<file path="config.mk">
export PLATFORM = sky130hd
export DESIGN_NAME = regulator_mfr_config_registers
export DESIGN_NICKNAME = d
export VERILOG_FILES = /design/src/design/regcfg_pkg.sv /design/src/design/serial_bus_port.sv /design/src/design/regulator_mfr_config_registers.sv
export SDC_FILE = /design/constraint.sdc
export NUM_CORES = 1
export LEC_CHECK = 0
export BUFFER_PORTS_ARGS = -buffer_cell sky130_fd_sc_hd__buf_4
export CAP_MARGIN = 0
export CELL_PAD_IN_SITES_DETAIL_PLACEMENT = 0
export CELL_PAD_IN_SITES_GLOBAL_PLACEMENT = 1
export CORE_MARGIN = 8
export CORE_UTILIZATION = 45
export DETAILED_ROUTE_END_ITERATION = 8
export PLACE_DENSITY = 0.76
export SLEW_MARGIN = 30
export SYNTH_ARGS = -nofsm -noshare
export SYNTH_HDL_FRONTEND = slang
export SYNTH_HIERARCHICAL = 1
export SYNTH_SLANG_ARGS = --single-unit
</file>
<file path="constraint.sdc">
create_clock -name clk -period 2.54 [get_ports clk]
set_input_delay 0.635 -clock clk [delete_from_list [all_inputs] [get_ports clk]]
set_output_delay 0.635 -clock clk [all_outputs]
set_load 0.05 [all_outputs]
</file>
<file path="src/design/regcfg_pkg.sv">
// Package with offsets, field positions, reset values and timing of the configuration registers.
package regcfg_pkg;

   // =========================================================
   // Register offsets
   localparam logic [7:0] OFS_LOCK_AND_SOFT_RESET = 8'h00_D0;
   localparam logic [7:0] OFS_MANUFACTURER_CONFIGURATION = 8'h00_D1;
   localparam logic [7:0] OFS_REGULATOR_CONFIG_PRIMARY = 8'h00_D2;
   localparam logic [7:0] OFS_REGULATOR_CONFIG_COMPANION = 8'h00_D3;

   // =========================================================
   // Reset values
   localparam logic [7:0] RST_LOCK_AND_SOFT_RESET = 8'h00_00;
   localparam logic [7:0] RST_MANUFACTURER_CONFIGURATION = 8'h00_07;
   localparam logic [7:0] RST_REGULATOR_CONFIG = 8'h00_52;
   localparam logic [7:0] RST_ZERO = 8'h00_00;

   // =========================================================
   // Field positions
   localparam int LOCK_BIT = 0;
   localparam int SOFT_RESET_BIT = 1;
   localparam int LP_PHASE_MSB = 7;
   localparam int LP_PHASE_LSB = 6;
   localparam int BUS_TIMEOUT_BIT = 3;
   localparam int FAULT_EN_BIT = 2;
   localparam int ALERT_EN_BIT = 1;
   localparam int MONITOR_EN_BIT = 0;
   localparam int PHASE_MSB = 6;
   localparam int PHASE_LSB = 4;
   localparam int VOLTAGE_SELECT_BIT = 3;
   localparam int LOOP_EN_BIT = 2;
   localparam logic [7:0] MFR_WRITE_MASK = 8'h00_CF;

   // =========================================================
   // Bus timeout
   localparam int TIMEOUT_MS = 35;
   localparam int CLK_HZ = 25_000_000;
   localparam int TIMEOUT_CYCLES = (CLK_HZ / 1000) * TIMEOUT_MS;
   localparam int TIMEOUT_WIDTH = 20;

   // =========================================================
   // Bus front end states
   typedef enum logic [2:0]
   {
      ST_IDLE = 3'b000,
      ST_ADDR = 3'b001,
      ST_ADDR_ACK = 3'b010,
      ST_WRITE = 3'b011,
      ST_WRITE_ACK = 3'b100,
      ST_READ = 3'b101,
      ST_READ_ACK = 3'b110
   } bus_state_e;

endpackage

</file>
<file path="src/design/serial_bus_port.sv">
// Two-wire serial slave front end: pin synchronisers, byte framing, acknowledge and timeout.
`timescale 1ns/1ps
module serial_bus_port
#(
   parameter logic [6:0] DEVICE_ADDRESS = 7'h20,
   parameter int TIMEOUT_LIMIT = regcfg_pkg::TIMEOUT_CYCLES
)
(
   // Clock and reset.
   input wire logic clk,
   input wire logic rst,
   input wire logic ce,
   // Bus pins.
   input wire logic scl_in,
   input wire logic sda_in,
   output logic sda_drive_n,
   // Byte side.
   input wire logic timeout_enable,
   input wire logic [7:0] tx_byte,
   output logic rx_valid,
   output logic rx_first,
   output logic [7:0] rx_byte,
   output logic timeout_pulse
);
   import regcfg_pkg::*;

   initial
   begin
      if (TIMEOUT_LIMIT < 1 || TIMEOUT_LIMIT >= (1 << TIMEOUT_WIDTH))
      begin
         $error("Timeout limit out of range.");
      end
   end

   typedef struct packed
   {
      logic [2:0] scl_sync;
      logic [2:0] sda_sync;
      logic scl_f;
      logic sda_f;
      bus_state_e state;
      logic [3:0] bits;
      logic [7:0] shreg;
      logic rw;
      logic first;
      logic drive;
      logic rx_valid;
      logic [7:0] rx_byte;
      logic [TIMEOUT_WIDTH-1:0] idle_cnt;
      logic timeout_pulse;
   } port_s;

   port_s st_reg;
   port_s st_next;
   logic scl_n;
   logic sda_n;
   logic scl_rise;
   logic scl_fall;

   // =========================================================
   // Next state
   always_comb
   begin
      st_next = st_reg;
      st_next.scl_sync = {st_reg.scl_sync[1:0], scl_in};
      st_next.sda_sync = {st_reg.sda_sync[1:0], sda_in};
      scl_n = (st_reg.scl_sync[1] == st_reg.scl_sync[2]) ? st_reg.scl_sync[2] : st_reg.scl_f;
      sda_n = (st_reg.sda_sync[1] == st_reg.sda_sync[2]) ? st_reg.sda_sync[2] : st_reg.sda_f;
      st_next.scl_f = scl_n;
      st_next.sda_f = sda_n;
      scl_rise = scl_n && !st_reg.scl_f;
      scl_fall = !scl_n && st_reg.scl_f;
      st_next.rx_valid = 1'b0;
      st_next.timeout_pulse = 1'b0;
      case (st_reg.state)
         ST_ADDR, ST_WRITE:
         begin
            if (scl_rise)
            begin
               st_next.shreg = {st_reg.shreg[6:0], sda_n};
               st_next.bits = st_reg.bits + 4'd1;
            end
            else if (scl_fall && st_reg.bits == 4'd8)
            begin
               st_next.bits = 4'd0;
               if (st_reg.state == ST_WRITE)
               begin
                  st_next.rx_valid = 1'b1;
                  st_next.rx_byte = st_reg.shreg;
                  st_next.drive = 1'b1;
                  st_next.state = ST_WRITE_ACK;
               end
               else if (st_reg.shreg[7:1] == DEVICE_ADDRESS)
               begin
                  st_next.rw = st_reg.shreg[0];
                  st_next.first = 1'b1;
                  st_next.drive = 1'b1;
                  st_next.state = ST_ADDR_ACK;
               end
               else
               begin
                  st_next.state = ST_IDLE;
               end
            end
         end
         ST_ADDR_ACK, ST_WRITE_ACK:
         begin
            if (scl_fall)
            begin
               if (st_reg.state == ST_WRITE_ACK)
               begin
                  st_next.first = 1'b0;
               end
               if (st_reg.rw)
               begin
                  st_next.shreg = tx_byte;
                  st_next.drive = !tx_byte[7];
                  st_next.state = ST_READ;
               end
               else
               begin
                  st_next.drive = 1'b0;
                  st_next.state = ST_WRITE;
               end
            end
         end
         ST_READ:
         begin
            if (scl_fall)
            begin
               if (st_reg.bits == 4'd7)
               begin
                  st_next.bits = 4'd0;
                  st_next.drive = 1'b0;
                  st_next.state = ST_READ_ACK;
               end
               else
               begin
                  st_next.bits = st_reg.bits + 4'd1;
                  st_next.shreg = {st_reg.shreg[6:0], 1'b0};
                  st_next.drive = !st_reg.shreg[6];
               end
            end
         end
         ST_READ_ACK:
         begin
            if (scl_rise && sda_n)
            begin
               st_next.state = ST_IDLE;
            end
            else if (scl_fall)
            begin
               st_next.shreg = tx_byte;
               st_next.drive = !tx_byte[7];
               st_next.state = ST_READ;
            end
         end
         default:
         begin
            st_next.drive = 1'b0;
         end
      endcase
      if (st_reg.state == ST_IDLE || scl_rise || scl_fall || !timeout_enable)
      begin
         st_next.idle_cnt = '0;
      end
      else if (st_reg.idle_cnt == TIMEOUT_WIDTH'(TIMEOUT_LIMIT))
      begin
         st_next.state = ST_IDLE;
         st_next.drive = 1'b0;
         st_next.timeout_pulse = 1'b1;
         st_next.idle_cnt = '0;
      end
      else
      begin
         st_next.idle_cnt = st_reg.idle_cnt + TIMEOUT_WIDTH'(1);
      end
      if (scl_n && st_reg.scl_f && st_reg.sda_f && !sda_n)
      begin
         st_next.state = ST_ADDR;
         st_next.bits = 4'd0;
         st_next.drive = 1'b0;
      end
      else if (scl_n && st_reg.scl_f && !st_reg.sda_f && sda_n)
      begin
         st_next.state = ST_IDLE;
         st_next.drive = 1'b0;
      end
   end

   // =========================================================
   // State register
   always_ff @(posedge clk)
   begin
      if (rst)
      begin
         st_reg <= '{scl_sync: 3'b111, sda_sync: 3'b111, scl_f: 1'b1, sda_f: 1'b1,
                     state: ST_IDLE, rx_byte: 8'h00_00, shreg: 8'h00_00, default: '0};
      end
      else if (ce)
      begin
         st_reg <= st_next;
      end
   end

   assign sda_drive_n = !st_reg.drive;
   assign rx_valid = st_reg.rx_valid;
   assign rx_first = st_reg.first;
   assign rx_byte = st_reg.rx_byte;
   assign timeout_pulse = st_reg.timeout_pulse;

endmodule

</file>
<file path="src/design/regulator_mfr_config_registers.sv">
// Manufacturer configuration registers of a multiphase regulator controller.
`timescale 1ns/1ps
// Summary of operation
// - Writing one to the soft reset bit restores all registers unless locked.
// - Setting the lock bit makes lockable registers read-only until power cycles.
// - Low-power phase count: 00 one, 01 two, 10 three, 11 one.
// - With timeout enabled, a bus stall over 35 ms releases the bus.
// - Fault pin enable bit gates the fault pin and resets to one.
// - Alert pin is driven only while its enable bit is one.
// - Monitor enable bit starts conversions of voltages and temperatures.
// - Phase code 000 to 101 gives one to six phases, others six.
// - Voltage select picks setpoint register code or voltage code pins.
// - Loop test enabled only when bit 2 is set in both configs.
// - Companion config has same layout; functions need bits set in both.
module regulator_mfr_config_registers
#(
   parameter logic [6:0] DEVICE_ADDRESS = 7'h20,
   parameter int TIMEOUT_LIMIT = regcfg_pkg::TIMEOUT_CYCLES
)
(
   // Clock, reset and clock enable.
   input wire logic clk,
   input wire logic rst,
   input wire logic ce,
   // Serial bus pins.
   input wire logic scl_in,
   input wire logic sda_in,
   output logic sda_out,
   output logic sda_oe_n,
   // Voltage code sources.
   input wire logic [7:0] voltage_code_inputs,
   input wire logic [7:0] output_voltage_setpoint_reg,
   output logic [7:0] voltage_code_out,
   // Fault and alert pins.
   input wire logic fault_request,
   input wire logic alert_request,
   output logic fault_pin_n,
   output logic alert_pin_oe_n,
   // Regulator controls.
   output logic [2:0] low_power_state_phase_count,
   output logic [2:0] active_phase_count,
   output logic register_voltage_select,
   output logic conversion_enable,
   output logic loop_test_enable,
   output logic bus_timeout_enable,
   output logic locked,
   output logic bus_timeout_event
);
   import regcfg_pkg::*;

   // =========================================================
   // Decoders
   function automatic logic [2:0] lowpower_count(input logic [1:0] code);
      lowpower_count = (code == 2'b01) ? 3'd2 : (code == 2'b10) ? 3'd3 : 3'd1;
   endfunction

   function automatic logic [2:0] phase_count(input logic [2:0] code);
      phase_count = (code <= 3'b101) ? code + 3'd1 : 3'd6;
   endfunction

   typedef struct packed
   {
      logic lock;
      logic [7:0] mfr;
      logic [7:0] cfg_a;
      logic [7:0] cfg_b;
      logic [7:0] pointer;
      logic [7:0] rd_byte;
      logic [2:0][7:0] vc_sync;
      logic [7:0] vc_f;
      logic [7:0] voltage_code;
      logic [2:0] lp_phases;
      logic [2:0] phases;
      logic vsel;
      logic monitor;
      logic loop;
      logic fault_n;
      logic alert_oe_n;
      logic timeout_event;
   } bank_s;

   bank_s st_reg;
   bank_s st_next;
   logic rx_valid;
   logic rx_first;
   logic [7:0] rx_byte;
   logic timeout_pulse;
   logic sda_drive_n;
   logic [7:0] both;

   // =========================================================
   // Bus front end
   serial_bus_port
   #(
      .DEVICE_ADDRESS(DEVICE_ADDRESS),
      .TIMEOUT_LIMIT(TIMEOUT_LIMIT)
   )
   u_port
   (
      .clk(clk),
      .rst(rst),
      .ce(ce),
      .scl_in(scl_in),
      .sda_in(sda_in),
      .sda_drive_n(sda_drive_n),
      .timeout_enable(st_reg.mfr[BUS_TIMEOUT_BIT]),
      .tx_byte(st_reg.rd_byte),
      .rx_valid(rx_valid),
      .rx_first(rx_first),
      .rx_byte(rx_byte),
      .timeout_pulse(timeout_pulse)
   );

   // =========================================================
   // Next state
   always_comb
   begin
      st_next = st_reg;
      if (rx_valid && rx_first)
      begin
         st_next.pointer = rx_byte;
      end
      else if (rx_valid && !st_reg.lock)
      begin
         case (st_reg.pointer)
            OFS_LOCK_AND_SOFT_RESET:
            begin
               if (rx_byte[SOFT_RESET_BIT])
               begin
                  st_next.mfr = RST_MANUFACTURER_CONFIGURATION;
                  st_next.cfg_a = RST_REGULATOR_CONFIG;
                  st_next.cfg_b = RST_REGULATOR_CONFIG;
               end
               else
               begin
                  st_next.lock = rx_byte[LOCK_BIT];
               end
            end
            OFS_MANUFACTURER_CONFIGURATION:
            begin
               st_next.mfr = rx_byte & MFR_WRITE_MASK;
            end
            OFS_REGULATOR_CONFIG_PRIMARY:
            begin
               st_next.cfg_a = rx_byte;
            end
            OFS_REGULATOR_CONFIG_COMPANION:
            begin
               st_next.cfg_b = rx_byte;
            end
            default:
            begin
               st_next.pointer = st_reg.pointer;
            end
         endcase
      end
      case (st_next.pointer)
         OFS_LOCK_AND_SOFT_RESET: st_next.rd_byte = {7'd0, st_next.lock};
         OFS_MANUFACTURER_CONFIGURATION: st_next.rd_byte = st_next.mfr;
         OFS_REGULATOR_CONFIG_PRIMARY: st_next.rd_byte = st_next.cfg_a;
         OFS_REGULATOR_CONFIG_COMPANION: st_next.rd_byte = st_next.cfg_b;
         default: st_next.rd_byte = RST_ZERO;
      endcase
      st_next.vc_sync = {st_reg.vc_sync[1:0], voltage_code_inputs};
      for (int i = 0; i < 8; i++)
      begin
         if (st_reg.vc_sync[1][i] == st_reg.vc_sync[2][i])
         begin
            st_next.vc_f[i] = st_reg.vc_sync[2][i];
         end
      end
      both = st_reg.cfg_a & st_reg.cfg_b;
      st_next.lp_phases = lowpower_count(st_reg.mfr[LP_PHASE_MSB:LP_PHASE_LSB]);
      st_next.phases = phase_count(both[PHASE_MSB:PHASE_LSB]);
      st_next.vsel = both[VOLTAGE_SELECT_BIT];
      st_next.voltage_code = both[VOLTAGE_SELECT_BIT] ? output_voltage_setpoint_reg
                                                      : st_reg.vc_f;
      st_next.loop = both[LOOP_EN_BIT];
      st_next.monitor = st_reg.mfr[MONITOR_EN_BIT];
      st_next.fault_n = !(fault_request && st_reg.mfr[FAULT_EN_BIT]);
      st_next.alert_oe_n = !(alert_request && st_reg.mfr[ALERT_EN_BIT]);
      st_next.timeout_event = timeout_pulse;
   end

   // =========================================================
   // State register
   always_ff @(posedge clk)
   begin
      if (rst)
      begin
         st_reg <= '{lock: RST_LOCK_AND_SOFT_RESET[LOCK_BIT],
                     mfr: RST_MANUFACTURER_CONFIGURATION,
                     cfg_a: RST_REGULATOR_CONFIG,
                     cfg_b: RST_REGULATOR_CONFIG,
                     lp_phases: 3'd1, phases: 3'd1,
                     fault_n: 1'b1, alert_oe_n: 1'b1, default: '0};
      end
      else if (ce)
      begin
         st_reg <= st_next;
      end
   end

   // =========================================================
   // Outputs
   assign sda_out = 1'b0;
   assign sda_oe_n = sda_drive_n;
   assign voltage_code_out = st_reg.voltage_code;
   assign fault_pin_n = st_reg.fault_n;
   assign alert_pin_oe_n = st_reg.alert_oe_n;
   assign low_power_state_phase_count = st_reg.lp_phases;
   assign active_phase_count = st_reg.phases;
   assign register_voltage_select = st_reg.vsel;
   assign conversion_enable = st_reg.monitor;
   assign loop_test_enable = st_reg.loop;
   assign bus_timeout_enable = st_reg.mfr[BUS_TIMEOUT_BIT];
   assign locked = st_reg.lock;
   assign bus_timeout_event = st_reg.timeout_event;

endmodule

</file>
Word-level counts from Yosys, hierarchy flattened
Index checks and enable logic that the tools add are counted.

word-level totals
  memory bits (read-only) = 0
  bits of input ports = 23
  memories = 0
  memory bits (writable) = 0
  register bits after elaboration = 149
  latch bits = 0

operators by class
  div/mod/pow operators = 0
  $add $sub $neg = 3
  shifts and indexed selects = 0
  multipliers = 0
  order comparisons = 1
  reductions and logical operators = 46
  muxes and demuxes = 66
  bitwise gates (word level) = 3
  eq/ne operators = 44

operator list
  cell                     number
  $eq A8 B8 Y1 const B     8
  $mux W8                  8
  $pmux W8 S4              2
  $pmux W8 S2              3
  $mux W20                 2
  $mux W3                  12
  $mux W33                 1
  $mux W25                 1
  $mux W24                 1
  $mux W11                 2
  $add A20 B1 Y20 const B  1
  $eq A20 B20 Y1 const B   1
  $mux W1                  18
  $mux W9                  2
  $ne A2 B1 Y1 const B     8
  $reduce_and A2 Y1        8
  $mux W15                 1
  $logic_and A1 B1 Y1      13
  $mux W4                  3
  $pmux W3 S4              1
  $logic_not A1 Y1         11
  $eq A1 B1 Y1             10
  $mux W2                  5
  $eq A3 B3 Y1 const B     3
  other kinds (30)         38

Longest topological paths before layout
Gate-level depths: netlist (run 1).

  depth after elaboration = 12
  depth in mapped cells = 8

Modules after synthesis
The synthesis (run 1) kept the hierarchy.

by module, submodules not included
  module                          seq. area each (um2)  instances  cells an instance  area an instance (um2)
  regulator_mfr_config_registers  1841.8                1          506                4346.7
  serial_bus_port                 1121.1                1          359                3045.4

Worst setup path after synthesis (run 1)
OpenSTA, ideal clock, no wires.

  kind = input -> register
  start point = in ce
  end point = reg u_port/st_reg[20] (netlist name)
  cell stages on the path = 7
  path slack = 0.501 ns
  data required time = 2.406 ns
  buffers on the path = 2
  arrival = 1.904 ns
  cell sequence = buf_2 > nand3_1 > or4_1 > clkbuf_1 > nor4_1 > xnor2_1 > nor3_1

RTL lines
  what                    RTL line                              source
  start: declaration      regulator_mfr_config_registers.sv:24  input wire logic ce,
  end signal: assignment  serial_bus_port.sv:197                st_reg <= '{scl_sync: 3'b111, sda_sync: 3'b111, scl_f: 1'b1, sda_f: 1'b1,
  end signal: assignment  serial_bus_port.sv:202                st_reg <= st_next;
  end: declaration        serial_bus_port.sv:53                 port_s st_reg;

Final worst setup path (run 1)
  start point = reg u_port/st_reg[49] (netlist name)
  end point = reg u_port.st_reg (netlist bit u_port/rx_byte[1])

on the way
  longest elaborated chain between the ends = 5

ends and longest elaborated chain
  what                                    RTL line               source
  $mux W1                                 serial_bus_port.sv:67  scl_n = (st_reg.scl_sync[1] == st_reg.scl_sync[2]) ? st_reg.scl_sync[2] : st_reg.scl_f;
  $logic_not A1 Y1                        serial_bus_port.sv:72  scl_fall = !scl_n && st_reg.scl_f;
  $logic_and A1 B1 Y1                     serial_bus_port.sv:72
  $logic_and A1 B1 Y1                     serial_bus_port.sv:83  else if (scl_fall && st_reg.bits == 4'd8)
  $reduce_and A5 Y1 (no source line) (*)  n/a

Every way passes the cells marked *; elsewhere a longest branch is shown, timed or not.
A chain may end at the register's enable or synchronous reset.

==> results by group, run 1 <==
Critical path
  – Worst EP arrival: 2.64 ns
  – Worst Reg-to-Reg Cells: 5
  – Flop-to-flop setup slack: 0.20 ns
  – Kind of critical path: flip-flop to flip-flop
  – CP Capture Type: flip-flop
  – CP required: 2.84 ns
  – Critical Path Fanout Max: 9
  – Worst r2r src: u_port/st_reg[49]
  – Type of origin of the critical path: flip-flop
  – Reg-to-Reg End: u_port/rx_byte[1]

GRT
  – Met1 track demand over resource: 0.254
  – First-pass GRT wire length: roughly 33000 um
  – Most Used Layer, Global Route: met2
  – Met3 Use GR: 0.0459
  – Total GRT Usage: 0.196
  – M2 GR Usage: 0.317
  – Vias in the first global route: 6423
  – Largest net degree at the start of global routing: 83
  – Grt ovf: 0
  – Antenna violations before repair: 0

Floorplan
  – # rows: 47
  – Core area: 16300 um^2
  – Die width: 144 um
  – Starting Density: 0.452
  – Die Area: 20800 um^2
  – IO Count: 47
  – Die Y-Extent: 144 um

Final layout
  – Final nets: 902
  – Final Util: 0.512
  – Cell area after layout: 8360 um^2
  – Commonest cells after routing, fill and taps aside: dfxtp_1, nor2_1, buf_4, nand2_1, a21oi_1
  – N_diodes: 0
  – Max reg flops: 54
  – Area delta synth->final: 13.1%
  – Final Non-Filler Cells: 1105
  – Commonest non-fill, non-tap cell in the layout: dfxtp_1
  – Fraction of layout cells with a size suffix above 1: 0.140
  – Fill cell count: approximately 1600

Placed design
  – Hpwl dp: 13600 um
  – Setup WS pre-CTS: 0.256 ns
  – Buffers added on ports: 44
  – GPL Wtd Cong: 0.933
  – Placed Cells incl. Taps: 1073
  – Post-DP Area: 7780 um^2

Timing
  – Setup-failing EPs final: 0
  – RSZ-0062 raised after global routing: no
  – F_max: 0.428 GHz
  – Total negative slack: 0 ns
  – Final clock skew: 0.00899 ns
  – Post-route setup slack: 0.203 ns
  – Worst-Margin Slew: 0.695 ns
  – Final number of hold-violating endpoints: 0
  – Relative slew margins: 0.536
  – Max Slew Vio Count: 0
  – Post-layout min period: 2.34 ns
  – Crit share post-route: 0.920

CTS
  – Clock sink count: 148
  – CTS tree: built
  – CTS Buf Count: 17
  – Clock transition at the registers of the reported paths: approximately 0.060 ns
  – CTS Root Cell: clkbuf_16
  – Worst-Skew Late Latency: 0.42 ns
  – Number of hold buffers added after cts: 0
  – H-tree depth: 4
  – Postcts setup bufs: 0
  – CTS Buffer Depth: 2
  – Cts repair resizes: 0

Yosys
  – Yosys Warn Count: 6
  – Main flop type after synthesis: dfxtp_1
  – Mapped cell area: 7390 um^2
  – Syn_area_per_cell: 8.55 um^2
  – Ys async rst share: 0
  – Seq/Total Area, Yosys: 0.401
  – Synth cell types: 80
  – Syn Inst Count: a little under 900
  – Synth Register Bits: 148
  – Post-synth EDFFs: 0

Hold path
  – Hold path depth: 2
  – Hold Crit Start: sda_in
  – Worst Hold Class: primary input to flip-flop
  – Hold Path Sink: u_port/st_next[51]

Detailed routing
  – Initial DRC Count: about 510
  – Vias: 6597
  – Vias/cell: 5.97
  – Post-Route WL: 19800 um
  – ANT nets after route: 0
  – DR DRC count: 0
  – Routed length per placed instance: between 15 and 20 um
  – First-pass DRT Iterations: 5

Power
  – Maximum vdd drop: ~0.44 mV
  – Pleak: 2.93 nW
  – Pwr/cell area: 631 nW/um^2

Job
  – Max-cap violations: 0

Status
  – Status: complete, no violations
## cells by family after synthesis
kind of cell               after synthesis  synth area share
and+or+nand+nor                        324             0.234
AOI/OAI and AO/OA                      233             0.219
DFF                                    148             0.401
buffers and inverters                  102            0.0697
muxes                                   28            0.0379
xor gates and xnor gates                20            0.0237
adders and majority gates                9            0.0146
other                                    1          0.000507
## metal layers
| metal | up-vias | share of wire |
|---|---|---|
| met5 | - | 0 |
| met4 | 0 | 0.014 |
| met3 | 28 | 0.057 |
| met2 | 243 | 0.47 |
| met1 | 3153 | 0.45 |
| li1 | 3173 | - |
## cells in the mapped netlist (5+ instances only)
master      n  share of area
buf_1       5         0.0025
ha_1        7          0.012
a22oi_1    20          0.020
mux2i_1    28          0.038
xnor2_1    10          0.012
dfxtp_1   148           0.40
a21oi_1    62          0.042
nor2b_1    10         0.0085
buf_4      25          0.025
nor3_1     29          0.020
nor2_1     85          0.043
a211o_1     6         0.0071
o21ai_0    40          0.027
nand2_1    64          0.032
inv_1      19         0.0096
clkbuf_1   40          0.020
or4_1       6         0.0061
buf_2      10         0.0068
nor4b_1     5         0.0059
nand3_1    30          0.020
a32o_1      7         0.0095
a311oi_1   15          0.018
xor2_1     10          0.012
a31oi_1    10         0.0085
nand2b_1   17          0.014
o22ai_1     6         0.0051
nand4_1    16          0.014
a211oi_1   13          0.013
a32oi_1     8         0.0095
nand3b_1    5         0.0051
and2_1     13          0.011
## power by group
part	total [mW]	internal [mW]	switching, mW	leakage, nW
Sequential	2.41	2.36	0.0422	1.20
Clock	2.50	1.40	1.09	0.279
Combinational	0.377	0.132	0.244	1.45
## final cells by class
class / count / area [um^2] / area share
multi-input cells: 616 / 3920 / 0.468
flip-flops and latches: 148 / 2960 / 0.354
repair buffers: 70 / 551 / 0.0658
clock buffers: 18 / 439 / 0.0525
well taps: 220 / 275 / 0.0329
clock inverters: 14 / 146 / 0.0175
inverters: 19 / 71.3 / 0.00853
## through the flow
| step | hold slack, ns | total power, mW |
|---|---|---|
| after global placement | 0.444 | 2.83 |
| final | 0.419 | 5.28 |
| after detailed placement | 0.450 | 2.83 |
| after CTS | 0.401 | 5.33 |
| after global routing | 0.404 | 5.45 |
| after floorplan | 0.436 | 2.73 |
## critical path, cell delays in order, from the launching register on
cell     delay, ns
dfxtp_1       0.44
or3b_1        0.49
nor3_1        0.40
and4_1        0.58
mux2i_1       0.24
nor2_1        0.06
## worst max path at each step
stage / from / end / slack (ns) / depth (start not counted)
4_1_cts: u_port/st_reg[49] / u_port/rx_byte[2] / 0.24 / 5
6_report: u_port/st_reg[49] / u_port/rx_byte[1] / 0.20 / 5
2_1_floorplan: ce / u_port/st_reg[20] / 0.50 / 7
5_1_grt: u_port/st_reg[49] / u_port/rx_byte[2] / 0.06 / 5
3_3_place_gp: st_reg[62] / st_reg[58] / 0.38 / 5
3_5_place_dp: u_port/st_reg[49] / u_port/rx_byte[2] / 0.26 / 5
(Power assumes the default switching activity.)
==> inputs of run 2 (changes only) <==
SLEW_MARGIN = unset   (was 30)
clock period = 2.5 ns   (was 2.54 ns; I/O delays follow)
==> results by group, run 2 (synthesized netlist as in run 1, its figures left out) <==
Status
  – Status: complete, no violations

Final layout
  – N_diodes: 0
  – Max reg flops: 54
  – Final Non-Filler Cells: 1108
  – Cell area after layout: 8430 um^2
  – Commonest cells after routing, fill and taps aside: dfxtp_1, nor2_1, buf_4, nand2_1, a21oi_1
  – Area delta synth->final: 14.0%
  – Fraction of layout cells with a size suffix above 1: 0.142
  – Final nets: 905
  – Final Util: 0.515
  – Commonest non-fill, non-tap cell in the layout: dfxtp_1

Detailed routing
  – Met3 wire len: 1130 um
  – Wire length on met1: 9040 um
  – DR DRC count: 0
  – Routed length per placed instance: 17.9 um
  – Initial DRC Count: 476
  – Detailed route wirelength on metal2: 9330 um
  – Vias: 6593
  – Top routing layer used: met4
  – Vias/cell: roughly 6.0
  – First-pass DRT Iterations: 8
  – ANT nets after route: 0
  – Post-Route WL: 19800 um

CTS
  – Worst-Skew Late Latency: between 0.4 and 0.5 ns
  – CTS Root Cell: clkbuf_16
  – Cts repair resizes: 0
  – CTS tree: built
  – Clock sink count: 148
  – CTS Buffer Depth: 2
  – CTS Buf Count: 17
  – H-tree depth: 4
  – Number of hold buffers added after cts: 0
  – Clock transition at the registers of the reported paths: approximately 0.06 ns
  – Postcts setup bufs: 0

GRT
  – Largest net degree at the start of global routing: 76
  – First-pass GRT wire length: 32600 um
  – Grt ovf: 0
  – Antenna violations before repair: 0
  – Vias in the first global route: 6317
  – Total GRT Usage: 0.196

Critical path
  – CP required: 2.79 ns
  – Flop-to-flop setup slack: 0.15 ns
  – CP Capture Type: flip-flop
  – Critical Path Fanout Max: 10
  – Worst EP arrival: 2.65 ns
  – Kind of critical path: flip-flop to flip-flop
  – Type of origin of the critical path: flip-flop

Timing
  – Post-layout min period: 2.35 ns
  – Final number of hold-violating endpoints: 0
  – Hold_ws: 0.419 ns
  – Post-route setup slack: 0.148 ns
  – Max Slew Vio Count: 0
  – Setup-failing EPs final: 0
  – Total negative slack: 0 ns
  – Final clock skew: 0.00948 ns
  – F_max: approximately 0.43 GHz
  – Worst-Margin Slew: about 0.7 ns
  – Crit share post-route: 0.941
  – RSZ-0062 raised after global routing: no
  – Relative slew margins: 0.537

Power
  – Cell Int Power: 4.15 mW
  – Switch Pwr: roughly 1.3 mW
  – Pwr/cell area: 653 nW/um^2
  – Gate power share: 0.070
  – Maximum vdd drop: 0.573 mV
  – Pleak: 2.96 nW
  – Pwr Total: about 5.5 mW
  – Clock Power Share: 0.485
  – Reg power frac: 0.445
  – Switching Share: 0.245

Placed design
  – Setup WS pre-CTS: 0.217 ns
  – Post-DP Area: 7810 um^2
  – GPL Wtd Cong: 0.896
  – Placed Cells incl. Taps: 1076
  – Hpwl dp: approximately 13000 um
  – Buffers added on ports: 44

Job
  – Max-cap violations: 0

Floorplan
  – Core area: 16300 um^2
  – # rows: 47
  – Die width: around 140 um
  – IO Count: 47
  – Starting Density: 0.452
  – Die Area: 20800 um^2
  – Die Y-Extent: between 100 and 150 um

Hold path
  – Worst Hold Class: primary input to flip-flop
[run 2: cell types whose count changed in the layout (fill, tap and decap cells not counted), sizes merged]
cell	delta
buf	+3
clkinv	-1
clkbuf	+1
clkinvlp	-1
bufinv	+2
inv	-1
[run 2: worst max-delay path, cell delays in order, from the launching register on]
cell,delay (ns)
dfxtp_1,0.42
or3b_1,0.55
nor3_1,0.37
and4_1,0.58
mux2i_1,0.26
nor2_1,0.05
[run 2: final timing paths]
path | from | cells after the start | to
worst max-delay path | u_port/st_reg[49] | 5 | u_port/rx_byte[2]
worst min-delay path | sda_in | 2 | u_port/st_next[51]
worst max register to register | u_port/st_reg[49] | 5 | u_port/rx_byte[2]
worst min register to register | st_reg[77] | 2 | st_reg[77]
[run 2: per-layer routing]
layer	up-vias	global-route usage
met4	0	0.0646
li1	3178	-
met2	207	0.316
met5	-	0
met3	29	0.0436
met1	3179	0.255
[run 2: power by group through the flow]
stage	combinational (mW)	sequential (mW)	clock (mW)
5_1_grt	0.418	2.45	2.85
3_3_place_gp	0.377	2.50	0
6_report	0.385	2.45	2.67
3_5_place_dp	0.383	2.50	0
2_1_floorplan	0.285	2.49	0
4_1_cts	0.384	2.45	2.72
[run 2: layout make-up]
cell class,count,area [um^2]
timing repair buffer,73,586
clock inverter,13,171
inverter,19,71.3
fill,1565,7920
tap,220,275
clock buffer,19,443
sequential,148,2960
multi-input combinational,616,3920
==> inputs of run 3 (changes only) <==
CORE_UTILIZATION = 46   (was 45)
PLACE_DENSITY = 0.77   (was 0.76)
==> results by group, run 3 (synthesized netlist as in run 1, its figures left out) <==
Timing
  – Setup-failing EPs final: 0
  – Final number of hold-violating endpoints: 0
  – Final clock skew: 0.00906 ns
  – Relative slew margins: 0.505
  – Total negative slack: 0 ns
  – Post-layout min period: 2.19 ns
  – Crit share post-route: 0.877
  – F_max: 0.456 GHz
  – Max Slew Vio Count: 0
  – Worst-Margin Slew: 0.741 ns
  – RSZ-0062 raised after global routing: no

Detailed routing
  – Initial DRC Count: 531
  – Top routing layer used: met4
  – Met3 wire len: approximately 1200 um
  – Wire length on met1: ~9200 um
  – DR DRC count: 0
  – Vias/cell: 6.01
  – First-pass DRT Iterations: 5
  – Routed length per placed instance: 18.2 um
  – Vias: roughly 6700
  – ANT nets after route: 0
  – Detailed route wirelength on metal2: 9390 um
  – Post-Route WL: 20200 um

Floorplan
  – Die Area: between 20000 and 25000 um^2
  – Die width: 143 um
  – Starting Density: 0.469
  – # rows: 46
  – IO Count: 47
  – Die Y-Extent: 143 um
  – Core area: between 15000 and 20000 um^2

Final layout
  – Final nets: 910
  – N_diodes: 0
  – Commonest non-fill, non-tap cell in the layout: dfxtp_1
  – Fill cell count: 1478
  – Sequential cell area: 2960 um^2
  – Final Util: 0.536
  – Commonest cells after routing, fill and taps aside: dfxtp_1, nor2_1, buf_4, nand2_1, a21oi_1
  – Max reg flops: 54
  – Fraction of layout cells with a size suffix above 1: 0.143
  – Area of the multi-input gates: ~3900 um^2
  – Area delta synth->final: 14.4%

Job
  – Max-cap violations: 0

GRT
  – Vias in the first global route: 6300
  – Largest net degree at the start of global routing: 77
  – Total GRT Usage: 0.200
  – Grt ovf: 0
  – Antenna violations before repair: 0
  – First-pass GRT wire length: 33000 um

CTS
  – CTS tree: built
  – CTS Buffer Depth: 2
  – Cts repair resizes: 0
  – H-tree depth: 4
  – Worst-Skew Late Latency: 0.42 ns
  – Number of hold buffers added after cts: 0
  – CTS Buf Count: 17
  – CTS Root Cell: clkbuf_16
  – Clock sink count: roughly 150
  – Clock transition at the registers of the reported paths: 0.06 ns
  – Postcts setup bufs: 0

Critical path
  – Critical path startpoint: u_port/st_reg[49]
  – Buf/Inv on CP: 0
  – CP required: 2.79 ns
  – Type of origin of the critical path: flip-flop
  – CP Capture Type: flip-flop
  – Worst setup path endpoint: u_port/rx_byte[5]
  – Critical Path Fanout Max: 10
  – CP max stage cell: or3b_1
  – WP depth: 5
  – Worst Reg-to-Reg Cells: 5
  – Critical-path cell list: or3b_1 > nor3_1 > and4_1 > mux2i_1 > nor2_1
  – Delay-heaviest family, CP: simple AND/OR/NAND/NOR gates
  – Crit path largest cell delay: between 0.5 and 0.6 ns
  – Reg-to-Reg End: u_port/rx_byte[5]
  – Kind of critical path: flip-flop to flip-flop
  – Worst r2r src: u_port/st_reg[49]
  – Flop-to-flop setup slack: 0.31 ns
  – Worst EP arrival: 2.49 ns

Power
  – Maximum vdd drop: 0.465 mV
  – Pleak: 2.99 nW
  – Pwr/cell area: 653 nW/um^2

Placed design
  – GPL Wtd Cong: 0.897
  – Hpwl dp: 13800 um
  – Buffers added on ports: 44

Status
  – Status: complete, no violations

Hold path
  – Worst Hold Class: primary input to flip-flop
[run 3: power breakdown]
group	switching, mW	internal [mW]	leakage [nW]
registers	0.0437	2.40	1.20
clock network	1.02	1.67	0.291
logic	0.250	0.139	1.49
[run 3: area by class of cell]
cell class	instances	share of cell area
multi-input combinational	616	0.463
sequential	148	0.350
timing repair buffer	78	0.0737
clock buffer	20	0.0516
tap	216	0.0320
clock inverter	11	0.0207
inverter	19	0.00843
[run 3: worst min-delay path by stage]
| stage | to | depth (start not counted) | from |
|---|---|---|---|
| after floorplan | st_reg[27] | 2 | st_reg[51] |
| after CTS | u_port/st_next[51] | 2 | sda_in |
| after detailed placement | st_reg[27] | 2 | st_reg[51] |
| after global routing | u_port/st_next[51] | 2 | sda_in |
| after global placement | st_reg[27] | 2 | st_reg[51] |
| final | u_port/st_next[51] | 2 | sda_in |
[run 3: layer usage]
layer | up-vias | GRT usage
met5 | - | 0
li1 | 3191 | -
met4 | 0 | 0.0749
met1 | 3207 | 0.262
met2 | 230 | 0.315
met3 | 32 | 0.0441
[run 3: per-stage QoR]
stage               cell area (um^2)  setup WS, ns  std cells  power [mW]  hold slack, ns
floorplan                       7400         0.471        866        2.77           0.436
global placement                7850         0.393       1077        2.88           0.443
detailed placement              7850         0.314       1077        2.88           0.445
CTS                             8460         0.307       1108        5.56           0.398
global route                    8460         0.118       1108        5.71           0.407
finish                          8460         0.308       1108        5.53           0.412
